==> config.mk <==
export PLATFORM = sky130hd
export DESIGN_NAME = pwm_one_shot_timer
export DESIGN_NICKNAME = d
export VERILOG_FILES = /design/src/logic/pwm_one_shot_timer.v /design/src/logic/count_prescaler.v
export VERILOG_INCLUDE_DIRS = /design/src /design/src/logic
export SDC_FILE = /design/constraint.sdc
export NUM_CORES = 1
export LEC_CHECK = 0
export ABC_AREA = 1
export ABC_CLOCK_PERIOD_IN_PS = 2000
export BUFFER_PORTS_ARGS = -buffer_cell sky130_fd_sc_hd__buf_2
export CORE_MARGIN = 5
export CORE_UTILIZATION = 52
export DETAILED_ROUTE_END_ITERATION = 16
export PLACE_DENSITY_LB_ADDON = 0.25
export SETUP_SLACK_MARGIN = 0.2
export SKIP_CTS_REPAIR_TIMING = 1
export SYNTH_ARGS = -nofsm -noshare
export SYNTH_HDL_FRONTEND = slang
export SYNTH_SLANG_ARGS = --single-unit
==> constraint.sdc <==
create_clock -name sys_clk -period 2 [get_ports sys_clk]
set_input_delay 0.4 -clock sys_clk [delete_from_list [all_inputs] [get_ports sys_clk]]
set_output_delay 0.4 -clock sys_clk [all_outputs]
set_load 0.01 [all_outputs]
==> src/logic/pwm_timer_consts.vh <==
// Purpose: constants shared by the pwm one-shot timer channel
// Assumes: included by its bare name from logic/
// Notes:   codes and reset values as programmed by software through plain ports
`ifndef PWM_TIMER_CONSTS_VH
`define PWM_TIMER_CONSTS_VH

// ---------------------------------------------------------------------------
// timer field widths
// ---------------------------------------------------------------------------
`define CNT_W              16
`define CNT_ONE            16'h0001
`define CNT_ZERO           16'h0000

// ---------------------------------------------------------------------------
// trigger source codes
// ---------------------------------------------------------------------------
`define TSRC_SOFT0         4'h0
`define TSRC_SOFT3         4'h3
`define TSRC_RELOAD0       4'h4
`define TSRC_RELOAD1       4'h5
`define TSRC_EXT0          4'h8
`define TSRC_EXT3          4'hb
`define TSRC_RESET         4'h0

// ---------------------------------------------------------------------------
// edge, clock and cause codes
// ---------------------------------------------------------------------------
`define EDGE_NONE          2'h0
`define EDGE_RISE          2'h1
`define EDGE_FALL          2'h2
`define EDGE_BOTH          2'h3
`define CKSEL_DIV1         2'h0
`define CKSEL_DIV4         2'h1
`define CKSEL_DIV16        2'h2
`define CKSEL_DIV64        2'h3
`define IRS_TRIGGER        2'h0
`define IRS_BORROW         2'h1
`define IRS_DUTY           2'h2
`define IRS_EITHER         2'h3

// ---------------------------------------------------------------------------
// load latency: at most 2.5 count clocks, rounded down to 2 ticks
// ---------------------------------------------------------------------------
`define LOAD_MAX_TENTHS    25
`define LOAD_TICKS         (`LOAD_MAX_TENTHS / 10)

`endif

==> src/logic/pwm_one_shot_timer.v <==
// Purpose: one 16-bit pwm / one-shot timer channel with trigger selector
// Assumes: one clock sys_clk at 125 MHz, async active-low reset, plain ports
// Notes:   software settings arrive as ports; four soft trigger bits shared
`include "pwm_timer_consts.vh"

module pwm_one_shot_timer #(
  parameter CNT_WIDTH = 16
) (
  input  wire                 sys_clk,
  input  wire                 resetn,
  input  wire                 ce,
  // buffered cycle and duty values with their write strobes
  input  wire [CNT_WIDTH-1:0] cycle_setting,
  input  wire                 cycle_write,
  input  wire [CNT_WIDTH-1:0] duty_setting,
  input  wire                 duty_write,
  // trigger selection and the shared sources
  input  wire [3:0]           trigger_source_selector,
  input  wire [3:0]           software_trigger_bits,
  input  wire [1:0]           reload_timer_out,
  input  wire [3:0]           external_trigger_pins,
  // channel controls, all plain levels
  input  wire                 timer_run_enable,
  input  wire                 operation_mode_select,
  input  wire                 restart_enable,
  input  wire [1:0]           count_clock_select,
  input  wire                 output_mask,
  input  wire [1:0]           trigger_edge_select,
  // interrupt controls and clear strobes
  input  wire                 irq_enable,
  input  wire [1:0]           irq_cause_select,
  input  wire                 irq_flag_write0,
  input  wire                 dma_clear,
  // output controls and the general-purpose level
  input  wire                 pulse_pin_enable,
  input  wire                 polarity_select,
  input  wire                 port_data,
  // status and pin
  output reg  [CNT_WIDTH-1:0] timer_value,
  output reg                  running,
  output reg                  irq_flag,
  output wire                 irq,
  output reg                  pulse_pin
);

  // ---------------------------------------------------------------------------
  // pin synchronisers for asynchronous trigger sources
  // ---------------------------------------------------------------------------
  reg  [3:0] ext_meta_q;
  reg  [3:0] ext_sync_q;
  reg  [1:0] rld_meta_q;
  reg  [1:0] rld_sync_q;

  // external pins and reload outputs pass two flops before use
  // only the second stage is read, so a metastable first stage never fans out
  always @(posedge sys_clk or negedge resetn) begin
    if (!resetn) begin
      ext_meta_q <= 4'h0;
      ext_sync_q <= 4'h0;
      rld_meta_q <= 2'h0;
      rld_sync_q <= 2'h0;
    end else if (ce) begin
      ext_meta_q <= external_trigger_pins;
      ext_sync_q <= ext_meta_q;
      rld_meta_q <= reload_timer_out;
      rld_sync_q <= rld_meta_q;
    end
  end

  // ---------------------------------------------------------------------------
  // trigger source selection
  // ---------------------------------------------------------------------------
  reg trig_in;

  // soft bit value drives trigger directly
  always @* begin
    case (trigger_source_selector)
      4'h0, 4'h1, 4'h2, 4'h3: trig_in = software_trigger_bits[trigger_source_selector[1:0]];
      `TSRC_RELOAD0:          trig_in = rld_sync_q[0];
      `TSRC_RELOAD1:          trig_in = rld_sync_q[1];
      4'h8, 4'h9, 4'ha, 4'hb: trig_in = ext_sync_q[trigger_source_selector[1:0]];
      default:                trig_in = 1'b0; // reserved codes never trigger
    endcase
  end

  // ---------------------------------------------------------------------------
  // edge detection
  // ---------------------------------------------------------------------------
  reg  trig_prev_q;
  wire trig_rise;
  wire trig_fall;
  reg  trig_event;

  // previous trigger level; resets to the idle low of every source
  always @(posedge sys_clk or negedge resetn) begin
    if (!resetn) begin
      trig_prev_q <= 1'b0;
    end else if (ce) begin
      trig_prev_q <= trig_in;
    end
  end

  assign trig_rise = trig_in & ~trig_prev_q;
  assign trig_fall = ~trig_in & trig_prev_q;

  // soft write of 1 seen as rising edge
  // both edges catch every reload toggle
  always @* begin
    case (trigger_edge_select)
      `EDGE_RISE: trig_event = trig_rise;
      `EDGE_FALL: trig_event = trig_fall;
      `EDGE_BOTH: trig_event = trig_rise | trig_fall;
      default:    trig_event = 1'b0;
    endcase
  end

  // ---------------------------------------------------------------------------
  // count clock
  // ---------------------------------------------------------------------------
  wire tick;

  // select 00 ticks every machine clock
  count_prescaler u_prescaler (
    .sys_clk            (sys_clk),
    .resetn             (resetn),
    .ce                 (ce),
    .count_clock_select (count_clock_select),
    .tick               (tick)
  );

  // ---------------------------------------------------------------------------
  // sequencer strobes, declared early for the buffer logic
  // ---------------------------------------------------------------------------
  // borrow ends a period; load_now ends the wait after a trigger
  wire borrow;
  wire load_now;

  // ---------------------------------------------------------------------------
  // buffered cycle and duty settings
  // ---------------------------------------------------------------------------
  reg [CNT_WIDTH-1:0] cycle_buf_q;
  reg [CNT_WIDTH-1:0] duty_buf_q;
  reg [CNT_WIDTH-1:0] cycle_act_q;
  reg [CNT_WIDTH-1:0] duty_act_q;
  reg                 pend_q;

  // duty write arms the transfer, so cycle must be written first
  always @(posedge sys_clk or negedge resetn) begin
    if (!resetn) begin
      cycle_buf_q <= {CNT_WIDTH{1'b1}};
      duty_buf_q  <= {CNT_WIDTH{1'b0}};
      pend_q      <= 1'b0;
    end else if (ce) begin
      if (cycle_write) begin
        cycle_buf_q <= cycle_setting;
      end
      if (duty_write) begin
        duty_buf_q <= duty_setting;
        pend_q     <= 1'b1;
      end else if (load_now | (borrow & ~operation_mode_select)) begin
        // a one-shot borrow moves nothing, so the new values stay pending
        pend_q <= 1'b0;
      end
    end
  end

  // ---------------------------------------------------------------------------
  // channel sequencer
  // ---------------------------------------------------------------------------
  localparam ST_IDLE = 2'h0;
  localparam ST_WAIT = 2'h1;
  localparam ST_RUN  = 2'h2;
  // loading on the second tick stays inside 2.5 count periods
  // even when the trigger lands just after a tick
  localparam [1:0] LOAD_LAST = 2'h1;

  reg [1:0] state_q;
  reg [1:0] wait_q;
  reg       wave_q;
  wire      at_zero;
  wire      duty_match;
  wire      accept;

  assign at_zero    = (timer_value == {CNT_WIDTH{1'b0}});
  assign borrow     = (state_q == ST_RUN) & tick & at_zero & timer_run_enable;
  assign duty_match = (state_q == ST_RUN) & tick & (timer_value == duty_act_q)
                    & timer_run_enable;
  // triggers while running only count with restart on
  // shared source gives all channels the same event
  assign accept     = trig_event & timer_run_enable
                    & ((state_q == ST_IDLE) | ((state_q == ST_RUN) & restart_enable));
  // load on second count tick after trigger, inside 2.5 periods
  assign load_now   = (state_q == ST_WAIT) & tick & (wait_q == LOAD_LAST);

  // state, counter and wave; run enable low overrides every trigger
  always @(posedge sys_clk or negedge resetn) begin
    if (!resetn) begin
      state_q     <= ST_IDLE;
      wait_q      <= 2'h0;
      timer_value <= {CNT_WIDTH{1'b0}};
      wave_q      <= 1'b0;
      cycle_act_q <= {CNT_WIDTH{1'b1}};
      duty_act_q  <= {CNT_WIDTH{1'b0}};
    end else if (ce) begin
      if (!timer_run_enable) begin
        // disabled timer stops and holds low
        state_q <= ST_IDLE;
        wave_q  <= 1'b0;
      end else if (accept) begin
        // restart reloads from the wait stage
        state_q <= ST_WAIT;
        wait_q  <= 2'h0;
      end else begin
        case (state_q)
          ST_WAIT: begin
            if (tick) begin
              wait_q <= wait_q + 2'h1;
            end
            if (load_now) begin
              cycle_act_q <= pend_q ? cycle_buf_q : cycle_act_q;
              duty_act_q  <= pend_q ? duty_buf_q : duty_act_q;
              timer_value <= pend_q ? cycle_buf_q : cycle_act_q;
              wave_q      <= 1'b0;
              state_q     <= ST_RUN;
            end
          end
          ST_RUN: begin
            if (tick) begin
              if (at_zero) begin
                if (operation_mode_select) begin
                  // one-shot ends after the single pulse
                  // stop at end of the pulse
                  state_q <= ST_IDLE;
                  wave_q  <= 1'b0;
                end else begin
                  // continuous pwm reloads and carries on
                  timer_value <= pend_q ? cycle_buf_q : cycle_act_q;
                  cycle_act_q <= pend_q ? cycle_buf_q : cycle_act_q;
                  duty_act_q  <= pend_q ? duty_buf_q : duty_act_q;
                  wave_q      <= 1'b0;
                end
              end else begin
                timer_value <= timer_value - {{(CNT_WIDTH-1){1'b0}}, 1'b1};
                if (timer_value == duty_act_q) begin
                  wave_q <= 1'b1; // high from duty match until borrow
                end
              end
            end
          end
          default: begin
            state_q <= ST_IDLE;
          end
        endcase
      end
    end
  end

  // ---------------------------------------------------------------------------
  // interrupt flag
  // ---------------------------------------------------------------------------
  reg cause;

  // cause select, borrow on code 01
  always @* begin
    case (irq_cause_select)
      `IRS_TRIGGER: cause = accept;
      `IRS_BORROW:  cause = borrow; // borrow cause
      `IRS_DUTY:    cause = duty_match;
      default:      cause = borrow | duty_match;
    endcase
  end

  // set wins over clear; dma clear also clears
  always @(posedge sys_clk or negedge resetn) begin
    if (!resetn) begin
      irq_flag <= 1'b0;
    end else if (ce) begin
      if (cause & irq_enable) begin
        irq_flag <= 1'b1;
      end else if (irq_flag_write0 | dma_clear) begin
        irq_flag <= 1'b0;
      end
    end
  end

  // request follows the flag only while enabled
  assign irq = irq_flag & irq_enable;

  // ---------------------------------------------------------------------------
  // output stage
  // ---------------------------------------------------------------------------
  reg wave_out;

  // mask forces level by polarity bit
  // polarity 0 passes wave as is
  always @* begin
    if (output_mask) begin
      wave_out = polarity_select;
    end else begin
      wave_out = wave_q ^ polarity_select;
    end
  end

  // pin enable selects waveform over port data
  always @(posedge sys_clk or negedge resetn) begin
    if (!resetn) begin
      pulse_pin <= 1'b0;
      running   <= 1'b0;
    end else if (ce) begin
      pulse_pin <= pulse_pin_enable ? wave_out : port_data;
      running   <= (state_q != ST_IDLE);
    end
  end

endmodule

==> src/logic/count_prescaler.v <==
// Purpose: count clock enable generator for one timer channel
// Assumes: sys_clk domain, ce freezes state
// Notes:   divide 1, 4, 16 or 64 of the machine clock
`include "pwm_timer_consts.vh"

module count_prescaler (
  input  wire       sys_clk,
  input  wire       resetn,
  input  wire       ce,
  input  wire [1:0] count_clock_select,
  output reg        tick
);

  reg [5:0] div_q;

  // ---------------------------------------------------------------------------
  // free divider
  // ---------------------------------------------------------------------------
  always @(posedge sys_clk or negedge resetn) begin
    if (!resetn) begin
      div_q <= 6'h00;
    end else if (ce) begin
      div_q <= div_q + 6'h01;
    end
  end

  // tick selection; combinational so div1 is every cycle
  always @* begin
    case (count_clock_select)
      `CKSEL_DIV1:  tick = ce;
      `CKSEL_DIV4:  tick = ce & (div_q[1:0] == 2'h3);
      `CKSEL_DIV16: tick = ce & (div_q[3:0] == 4'hf);
      default:      tick = ce & (div_q == 6'h3f);
    endcase
  end

endmodule

======== Word level (Yosys, flattened, before mapping) ========
Cells that the tools add are included.
W data, S select, Z words.
cells by class
  add/sub/neg operators ................... 3
  $mul .................................... 0
  divide/modulo/power cells ............... 0
  magnitude comparators ................... 1
  eq/ne operators ......................... 37
  shifts and indexed selects .............. 0
  mux-type cells .......................... 46
  bitwise operators ....................... 28
  reductions and logical operators ........ 22
operator list
  operator                 count
  $mux W16                 12
  $pmux W16 S2             3
  $eq A4 B4 Y1 const B     5
  $and A1 B1 Y1            18
  $mux W2                  9
  $eq A16 B16 Y1           1
  $logic_not A16 Y1        1
  $ne A4 B4 Y1 const B     4
  $sub A16 B1 Y16 const B  1
  $mux W1                  14
  $eq A2 B2 Y1 const B     6
  $reduce_bool A2 Y1       6
  $eq A2 B1 Y1 const B     5
  $ne A2 B2 Y1 const B     5
  $ne A3 B3 Y1 const B     3
  $pmux W1 S3              3
  $eq A4 B2 Y1 const B     2
  $eq A4 B3 Y1 const B     2
  $reduce_and A2 Y1        4
  $reduce_and A8 Y1        1
  $reduce_or A4 Y1         2
  $reduce_and A7 Y1        1
  $add A6 B1 Y6 const B    1
  $eq A6 B6 Y1 const B     1
  17 further kinds         27
word-level totals
  register bits after elaboration ......... 108
  latch bits .............................. 0
  RAM bits ................................ 0
  ROM bits ................................ 0
  logic and storage cells ................. 155
  memories ................................ 0

======== Logic depth before layout (Yosys ltp) ========
Gate-level depths: netlist (run 1).
  depth in word-level cells ............... 13
  depth in mapped cells ................... 18
  gate-level depth less buffers ........... 18

======== By module ========
From an unflattened synthesis (run 1), not the netlist that was laid out.
second synthesis, totals
  cells, all modules ...................... 720
  area, all modules ....................... 5,755.5 um2
by module, submodules not included
  module              instances  cells each  area an instance (um2)  seq. area each (um2)
  pwm_one_shot_timer  1          678         5,401.4                 2,592.5
  count_prescaler     1          42          354.1                   150.1

======== Worst setup path before layout (run 1) ========
No wires, ideal clock.
  path kind ............................... in2reg
  from .................................... input trigger_source_selector[1]
  to ...................................... register cycle_act_q[12]
  library setup time ...................... 73 ps
  arrival time ............................ 2,286 ps
  slack ................................... -359 ps
  stages .................................. 17
  path buffers ............................ 1
  path through ............................ inv_1 > nand2_1 > o22ai_1 > o211ai_1 > nand3b_1 > inv_1 > ha_1 > nand2_1 > nand2_1 > o21ai_0 > nand2_1 > o211ai_1 > nor2_2 > nand3_4 > clkbuf_1 > nand2_1 > o21ai_1
between the ends
  longest elaborated chain between the ends .. 11
  elaborated cells on any way between the ends .. 26
  classes of those cells .................. 9 x eq/ne; 6 x mux; 7 x bitwise; 4 x reduce/logical
RTL lines
  what                                            line                      RTL
  start, declared                                 pwm_one_shot_timer.v:18   input wire [3:0] trigger_source_selector,
  $eq A4 B4 Y1, or another cell as far along      pwm_one_shot_timer.v:77   case (trigger_source_selector)
  $reduce_or A4 Y1, or another cell as far along  pwm_one_shot_timer.v:77
  $pmux W1 S4 (*)                                 pwm_one_shot_timer.v:77
  net trig_in                                     pwm_one_shot_timer.v:73   reg trig_in;
  $not A1 Y1                                      pwm_one_shot_timer.v:104  assign trig_fall = ~trig_in & trig_prev_q;
  $and A1 B1 Y1                                   pwm_one_shot_timer.v:104
  $or A1 B1 Y1                                    pwm_one_shot_timer.v:112  `EDGE_BOTH: trig_event = trig_rise | trig_fall;
  $pmux W1 S3 (*)                                 pwm_one_shot_timer.v:109  case (trigger_edge_select)
  $and A1 B1 Y1 (*)                               pwm_one_shot_timer.v:190  assign accept = trig_event & timer_run_enable
  $and A1 B1 Y1 (*)                               pwm_one_shot_timer.v:191  & ((state_q == ST_IDLE) | ((state_q == ST_RUN) & restart_enable));
  $not A1 Y1 (no line) (*)                        --
  $reduce_and A8 Y1 (no line) (*)                 --
  end signal, assigned                            pwm_one_shot_timer.v:202  cycle_act_q <= {CNT_WIDTH{1'b1}};
  end signal, assigned                            pwm_one_shot_timer.v:220  cycle_act_q <= pend_q ? cycle_buf_q : cycle_act_q;
  end signal, assigned                            pwm_one_shot_timer.v:238  cycle_act_q <= pend_q ? cycle_buf_q : cycle_act_q;
  end, declared                                   pwm_one_shot_timer.v:143  reg [CNT_WIDTH-1:0] cycle_act_q;
Mark *: on every way through the listed nets, which the timed path passes. The rest lies on a longest branch. The select of a mux whose other input is x is not followed.
A chain may end at the register's enable or synchronous reset.

======== Final worst setup path (run 1) ========
  from .................................... register ext_sync_q[2]
  to ...................................... register duty_act_q[11]
between the ends
  longest elaborated chain between the ends .. 11
  elaborated cells on any way between the ends .. 12
  classes of those cells .................. 4 x mux; 7 x bitwise; 1 x reduce/logical
RTL lines
  what                               line                      RTL
  start, declared                    pwm_one_shot_timer.v:50   reg [3:0] ext_sync_q;
  start signal, assigned             pwm_one_shot_timer.v:64   ext_sync_q <= ext_meta_q;
  $bmux W1 S2 (*)                    pwm_one_shot_timer.v:81   4'h8, 4'h9, 4'ha, 4'hb: trig_in = ext_sync_q[trigger_source_selector[1:0]];
  $mux W1 (implied by the code) (*)  pwm_one_shot_timer.v:81
  $pmux W1 S4 (*)                    pwm_one_shot_timer.v:77
  net trig_in                        pwm_one_shot_timer.v:73
  $not A1 Y1                         pwm_one_shot_timer.v:104
  $and A1 B1 Y1                      pwm_one_shot_timer.v:104
  $or A1 B1 Y1                       pwm_one_shot_timer.v:112
  $pmux W1 S3 (*)                    pwm_one_shot_timer.v:109
  $and A1 B1 Y1 (*)                  pwm_one_shot_timer.v:190
  $and A1 B1 Y1 (*)                  pwm_one_shot_timer.v:191
  $not A1 Y1 (no line) (*)           --
  $reduce_and A8 Y1 (no line) (*)    --
  end signal, assigned               pwm_one_shot_timer.v:203  duty_act_q <= {CNT_WIDTH{1'b0}};
  end signal, assigned               pwm_one_shot_timer.v:221  duty_act_q <= pend_q ? duty_buf_q : duty_act_q;
  end signal, assigned               pwm_one_shot_timer.v:239  duty_act_q <= pend_q ? duty_buf_q : duty_act_q;
  end, declared                      pwm_one_shot_timer.v:144  reg [CNT_WIDTH-1:0] duty_act_q;
Marks and branches as above.

==> impl_metrics.yaml, run 1 <==
status:
  outcome: "complete, but fails checks"
  failed_checks: "setup timing"
min_path:
  min_path_type: "in2async"
setup_path:
  r2r-end: "duty_act_q[11]"
  reg2reg_slack_ps: -410
  crit_top_cell: "nand2_1"
  startpoint_type: "register"
  crit_fanout: 8
  cp.required_ps: 2280
  crit_family: "simple AND/OR/NAND/NOR gates"
  endpoint_kind: "register"
  critical_path.max_stage_delay_ps: 370
  crit_end: "duty_act_q[11]"
  r2r_cells: 16
  cp_slowest_cell: "dfrtp_1"
  critPathKind: "reg2reg"
  worstPathCellList: "nand2_2, a21oi_2, o211ai_1, nand3b_1, inv_1, ha_1, nand2_1, nand2_1, o21ai_2, nand2_2, o211ai_1, nor2_4, buf_12, nand4_2, nand2_1, nand2_1"
  arrival_ps: 2690
  cp.depth: 16
  crit_start: "ext_sync_q[2]"
  regToRegStartpoint: "ext_sync_q[2]"
  path_buf_inv: 2
detailed_routing:
  firstDrtPassIters: 5
  postRouteWirelength_mm: 15.0
  drt_iter0_markers: 411
  vias: 5150
  wl_per_cell_um: 15.2
  drc: 0
  routed_via_density: 5.24
  ant_nets: 0
timing:
  slew_violations: 0
  timing.setup.tns_ps: -14690
  finalHoldViolCount: 0
  slew_headroom_pct: 62.2
  period_minus_slack_ps: 2410
  rsz0062_at_grt: "true"
  fin_worst_skew_ps: 13.4
  fmax_mhz: 414
  fin_crit_sh_pct: 121
  setup_viol: 54
  tightestPinTransition_ps: 568
  setup_ws_ps: -414
clocking:
  htree_levels: 3
  cts-root-buf: "clkbuf_8"
  clkLatencyLatePin_ps: 390
  clockBufferDepth: 2
  cts.clk_slew.worst_paths_ps: 100
  cts_tree: "done"
  cts.sinks: 108
  cts_inserted_buffers: 9
yosys:
  syn_avg_cell_area_sq_um: 8.13
  netlist_area_sq_um: 5780
  synth-edff-count: 0
  yosysWarnings: 0
  synth_top_area_cell: "dfrtp_1"
  yosysSeqAreaShare_pct: 47.4
  synth_nets: 791
  synth_top_cell_area_share_pct: 32.9
  ys_ff_latch: 108
  synth_cell_types: 34
  synth_most_common_cell: "nand2_1"
  synth_flop_cell: "dfrtp_1"
  synth_commonest_cells: "nand2_1 (273), dfrtp_1 (76), inv_1 (71), nor2_1 (41)"
  async_reset_ff_share_pct: 100
  synthCells: 711
  yosys-top-cells-area: "dfrtp_1 (33%), nand2_1 (18%), dfstp_2 (15%)"
global_routing:
  grt_usage_pct: 22.6
  grt_remaining_overflow: 0
  grt_max_degree: 109
  antenna_found_initial: 0
  grt_pass1_vias: 4924
  grt_pass1_wl_mm: 23.7
floorplan:
  io-pin-count: 87
  coreArea_sq_um: 10900
  die_y_um: 115
  start_util_pct: 53.1
  die_area_sq_um: 13300
  row_count: 38
  die_w_um: 115
final_layout:
  antennaDiodeCount: 0
  fill_cells: 941
  areaGrowthSynthToFinish_pct: 23.5
  drive_gt1_share_pct: 31.0
  layout.nets: 918
placed_design:
  place_hpwl_mm: 10.5
  io_buffer_count: 86
  gp_congestion: 0.854
  place_ws_ps: -729
power:
  power_w: 0.00825
  power_density_nw_per_um2: 1150
  ir_drop_mv: 0.782
  leakagePower_nw: 3.75
flow_run:
  cap_viol_max_count: 0
==> cells by family (layout without fill, tap and decap cells) <==
kind of cell	Yosys count	count (layout)	synth area share, %
and+or+nand+nor	377	378	27.1
adders and majority gates	13	13	2.81
DFF	108	108	47.4
muxes	37	37	7.10
AOI/OAI and AO/OA	57	57	5.52
buffers and inverters	95	226	6.43
xor gates and xnor gates	24	24	3.64
==> report_power, final <==
| group | switching [W] | total, W | internal, W |
|---|---|---|---|
| logic | 0.00190 | 0.00332 | 0.00143 |
| clock network | 0.000736 | 0.00143 | 0.000693 |
| registers | 0.000497 | 0.00350 | 0.00300 |
==> registers in the layout (all words and copies together), names as in the netlist, 2 cells and up <==
register / flops
ext_meta_q: 4
duty_act_q: 16
rld_meta_q: 2
duty_buf_q: 16
rld_sync_q: 2
cycle_buf_q: 16
ext_sync_q: 4
timer_value: 16
state_q: 2
wait_q: 2
u_prescaler.div_q: 6
cycle_act_q: 16
==> cell usage in the layout, fill, tap and decap left out, drive strengths merged, types with 2 or more instances in the layout <==
master / count
nor2: 45
nand3: 29
o211ai: 2
nand2: 274
xnor2: 2
clkbuf: 16
mux2i: 5
dfrtp: 76
inv: 72
o21bai: 4
buf: 137
a21oi: 4
ha: 13
dfstp: 32
mux2: 32
nor3: 2
nor4: 2
nand4: 25
o21ai: 45
xor2: 22
==> worst min path at each step <==
stage,from,to,slack (ps),cells after the start
floorplan,resetn,duty_act_q[0],100,0
global placement,duty_buf_q[3],duty_act_q[3],440,2
detailed placement,duty_buf_q[3],duty_act_q[3],450,2
CTS,resetn,timer_value[6],90,2
global route,resetn,timer_value[8],110,2
finish,resetn,timer_value[2],80,2
==> metrics by stage <==
stage               util, %  instance area [sq um]  hold slack (ps)  std cells
finish                 65.6                   7140             80.8        983
global route           65.6                   7140              111        983
CTS                    63.5                   6920             88.7        976
detailed placement     61.6                   6710              454        960
global placement       61.6                   6710              445        960
floorplan                 -                   5860              104        711
==> layer usage <==
metal,wire length (um),up-vias,share of wire [%],GRT usage (%)
met5,0,-,0,0
met4,188,0,1.3,5.71
met1,6480,2482,43,30.0
met2,7490,144,50,37.3
met3,807,18,5.4,5.59
li1,-,2506,-,-
==> final cells by class <==
class                      instances  area, sq um  share of cell area, %
multi-input combinational        509         2830                   39.6
sequential                       108         2740                   38.4
timing repair buffer             138          902                   12.6
inverter                          72          289                   4.05
clock buffer                      15          178                   2.49
tap                              140          175                   2.45
clock inverter                     1         30.0                  0.420
(Power assumes the default switching activity.)
==> run 2: changes to the inputs <==
- CELL_PAD_IN_SITES_DETAIL_PLACEMENT: unset -> 1
- CELL_PAD_IN_SITES_GLOBAL_PLACEMENT: unset -> 1
- CORE_UTILIZATION: 52 -> 38
==> impl_metrics.yaml, run 2 (synthesized netlist as in run 1, its figures left out) <==
status:
  outcome: "complete, but fails checks"
  failed_checks: "setup timing"
global_routing:
  grt_pass1_vias: 5527
  grt_usage_pct: 18.6
  grt_pass1_wl_mm: 27.2
  grt_max_degree: 59
  grt_remaining_overflow: 0
  antenna_found_initial: 1
flow_run:
  cap_viol_max_count: 0
detailed_routing:
  postRouteWirelength_mm: 16.3
  vias: 5157
  firstDrtPassIters: 4
  ant_nets: 0
  drt_iter0_markers: 170
  drc: 0
  routed_via_density: 4.98
  wl_per_cell_um: 15.7
min_path:
  min_to: "ext_meta_q[2]"
  hold_depth: 3
  min_path_type: "in2reg"
  hold_start: "external_trigger_pins[2]"
placed_design:
  place_hpwl_mm: 12.0
  io_buffer_count: 86
  gp_congestion: 0.862
clocking:
  cts.sinks: 108
  cts_tree: "done"
  cts.clk_slew.worst_paths_ps: 80
  htree_levels: 3
  clkLatencyLatePin_ps: 360
  cts-root-buf: "clkbuf_16"
  cts_inserted_buffers: 9
  clockBufferDepth: 2
setup_path:
  cp.required_ps: 2300
  arrival_ps: 2700
  reg2reg_slack_ps: -400
  crit_fanout: 8
  endpoint_kind: "register"
  startpoint_type: "register"
  regToRegStartpoint: "ext_sync_q[2]"
  critPathKind: "reg2reg"
  r2r_cells: 17
  r2r-end: "duty_act_q[2]"
timing:
  fmax_mhz: 416
  finalHoldViolCount: 0
  period_minus_slack_ps: 2400
  tightestPinTransition_ps: 522
  slew_headroom_pct: 65.2
  setup_viol: 54
  fin_worst_skew_ps: 12.3
  timing.setup.tns_ps: -15760
  rsz0062_at_grt: "true"
  fin_crit_sh_pct: 120
  setup_ws_ps: -404
  slew_violations: 0
final_layout:
  antennaDiodeCount: 0
  layout_commonest_cell: "nand2_1"
  areaGrowthSynthToFinish_pct: 28.6
  mostFrequentLayoutCells: "nand2_1 (247), buf_2 (85), dfrtp_1 (76)"
  layout.nets: 923
  final_util_pct: 49.5
  drive_gt1_share_pct: 32.5
power:
  leakagePower_nw: 3.85
  power_density_nw_per_um2: 1220
  ir_drop_mv: 0.521
floorplan:
  io-pin-count: 87
  start_util_pct: 38.5
  die_w_um: 133
  row_count: 45
  die_y_um: 133
  die_area_sq_um: 17800
  coreArea_sq_um: 15000
[run 2: changes by cell type in the layout (fill, tap and decap cells not counted), moves of 4 or more]
cell,before,now
clkbuf_1,4,0
nand2_1,257,247
clkbuf_16,2,10
clkbuf_8,10,0
nand2_2,13,25
[run 2: how the worst max path moves through the flow]
stage          cells past startpoint  slack [ps]                        from             end
2_1_floorplan                     18        -340  trigger_source_selector[1]  duty_act_q[10]
5_1_grt                           17        -570               rld_sync_q[1]   duty_act_q[1]
3_5_place_dp                      19        -760  trigger_source_selector[1]  duty_act_q[13]
3_3_place_gp                      19        -640  trigger_source_selector[1]   duty_act_q[5]
6_report                          17        -400               ext_sync_q[2]   duty_act_q[2]
4_1_cts                           17        -530               rld_sync_q[1]  duty_act_q[13]
[run 2: routing by layer]
metal / vias to the layer above / share of wire [%] / global-route usage (%)
met5: - / 0.080 / 0
met4: 2 / 1.5 / 5.37
li1: 2516 / - / -
met1: 2544 / 45 / 24.6
met3: 18 / 3.1 / 3.10
met2: 77 / 50 / 31.5
[run 2: power breakdown]
part,leakage [nW],internal (W),switching [W]
clock network,0.173,0.00125,0.000882
logic,2.39,0.00145,0.00195
registers,1.28,0.00300,0.000528
[run 2: per-stage QoR]
step                      power, W  cells  instance area, sq um  hold WS (ps)  worst slack (ps)
after floorplan            0.00546    711                  5860           104              -341
after global placement     0.00658   1012                  6830           279              -645
after detailed placement   0.00680   1012                  6830           287              -755
after CTS                  0.00898   1028                  7180          -108              -528
after global routing       0.00979   1036                  7430           251              -566
final                      0.00906   1036                  7430           244              -404
[run 2: layout make-up]
cell class              instances  area [sq um]
fillers                      1836          7600
multi-input cells             509          2850
flip-flops and latches        108          2740
repair buffers                143           958
inverters                      72           292
well taps                     188           235
clock buffers                   9           225
clock inverters                 7           133
[run 2: worst max-delay path, stage by stage, from the launching register on]
cell       delay (ps)
dfrtp_1           350
nand2_1            60
a21oi_1           140
o211ai_1          120
nand3b_1          150
inv_1              60
ha_1              270
nand2_1            40
nand2_1            70
o21ai_2            80
nand2_2            80
o211ai_1          130
nor2_4            190
nand3_4           120
nor2_4            180
clkbuf_16         200
nand2_2            40
nand2_1            60
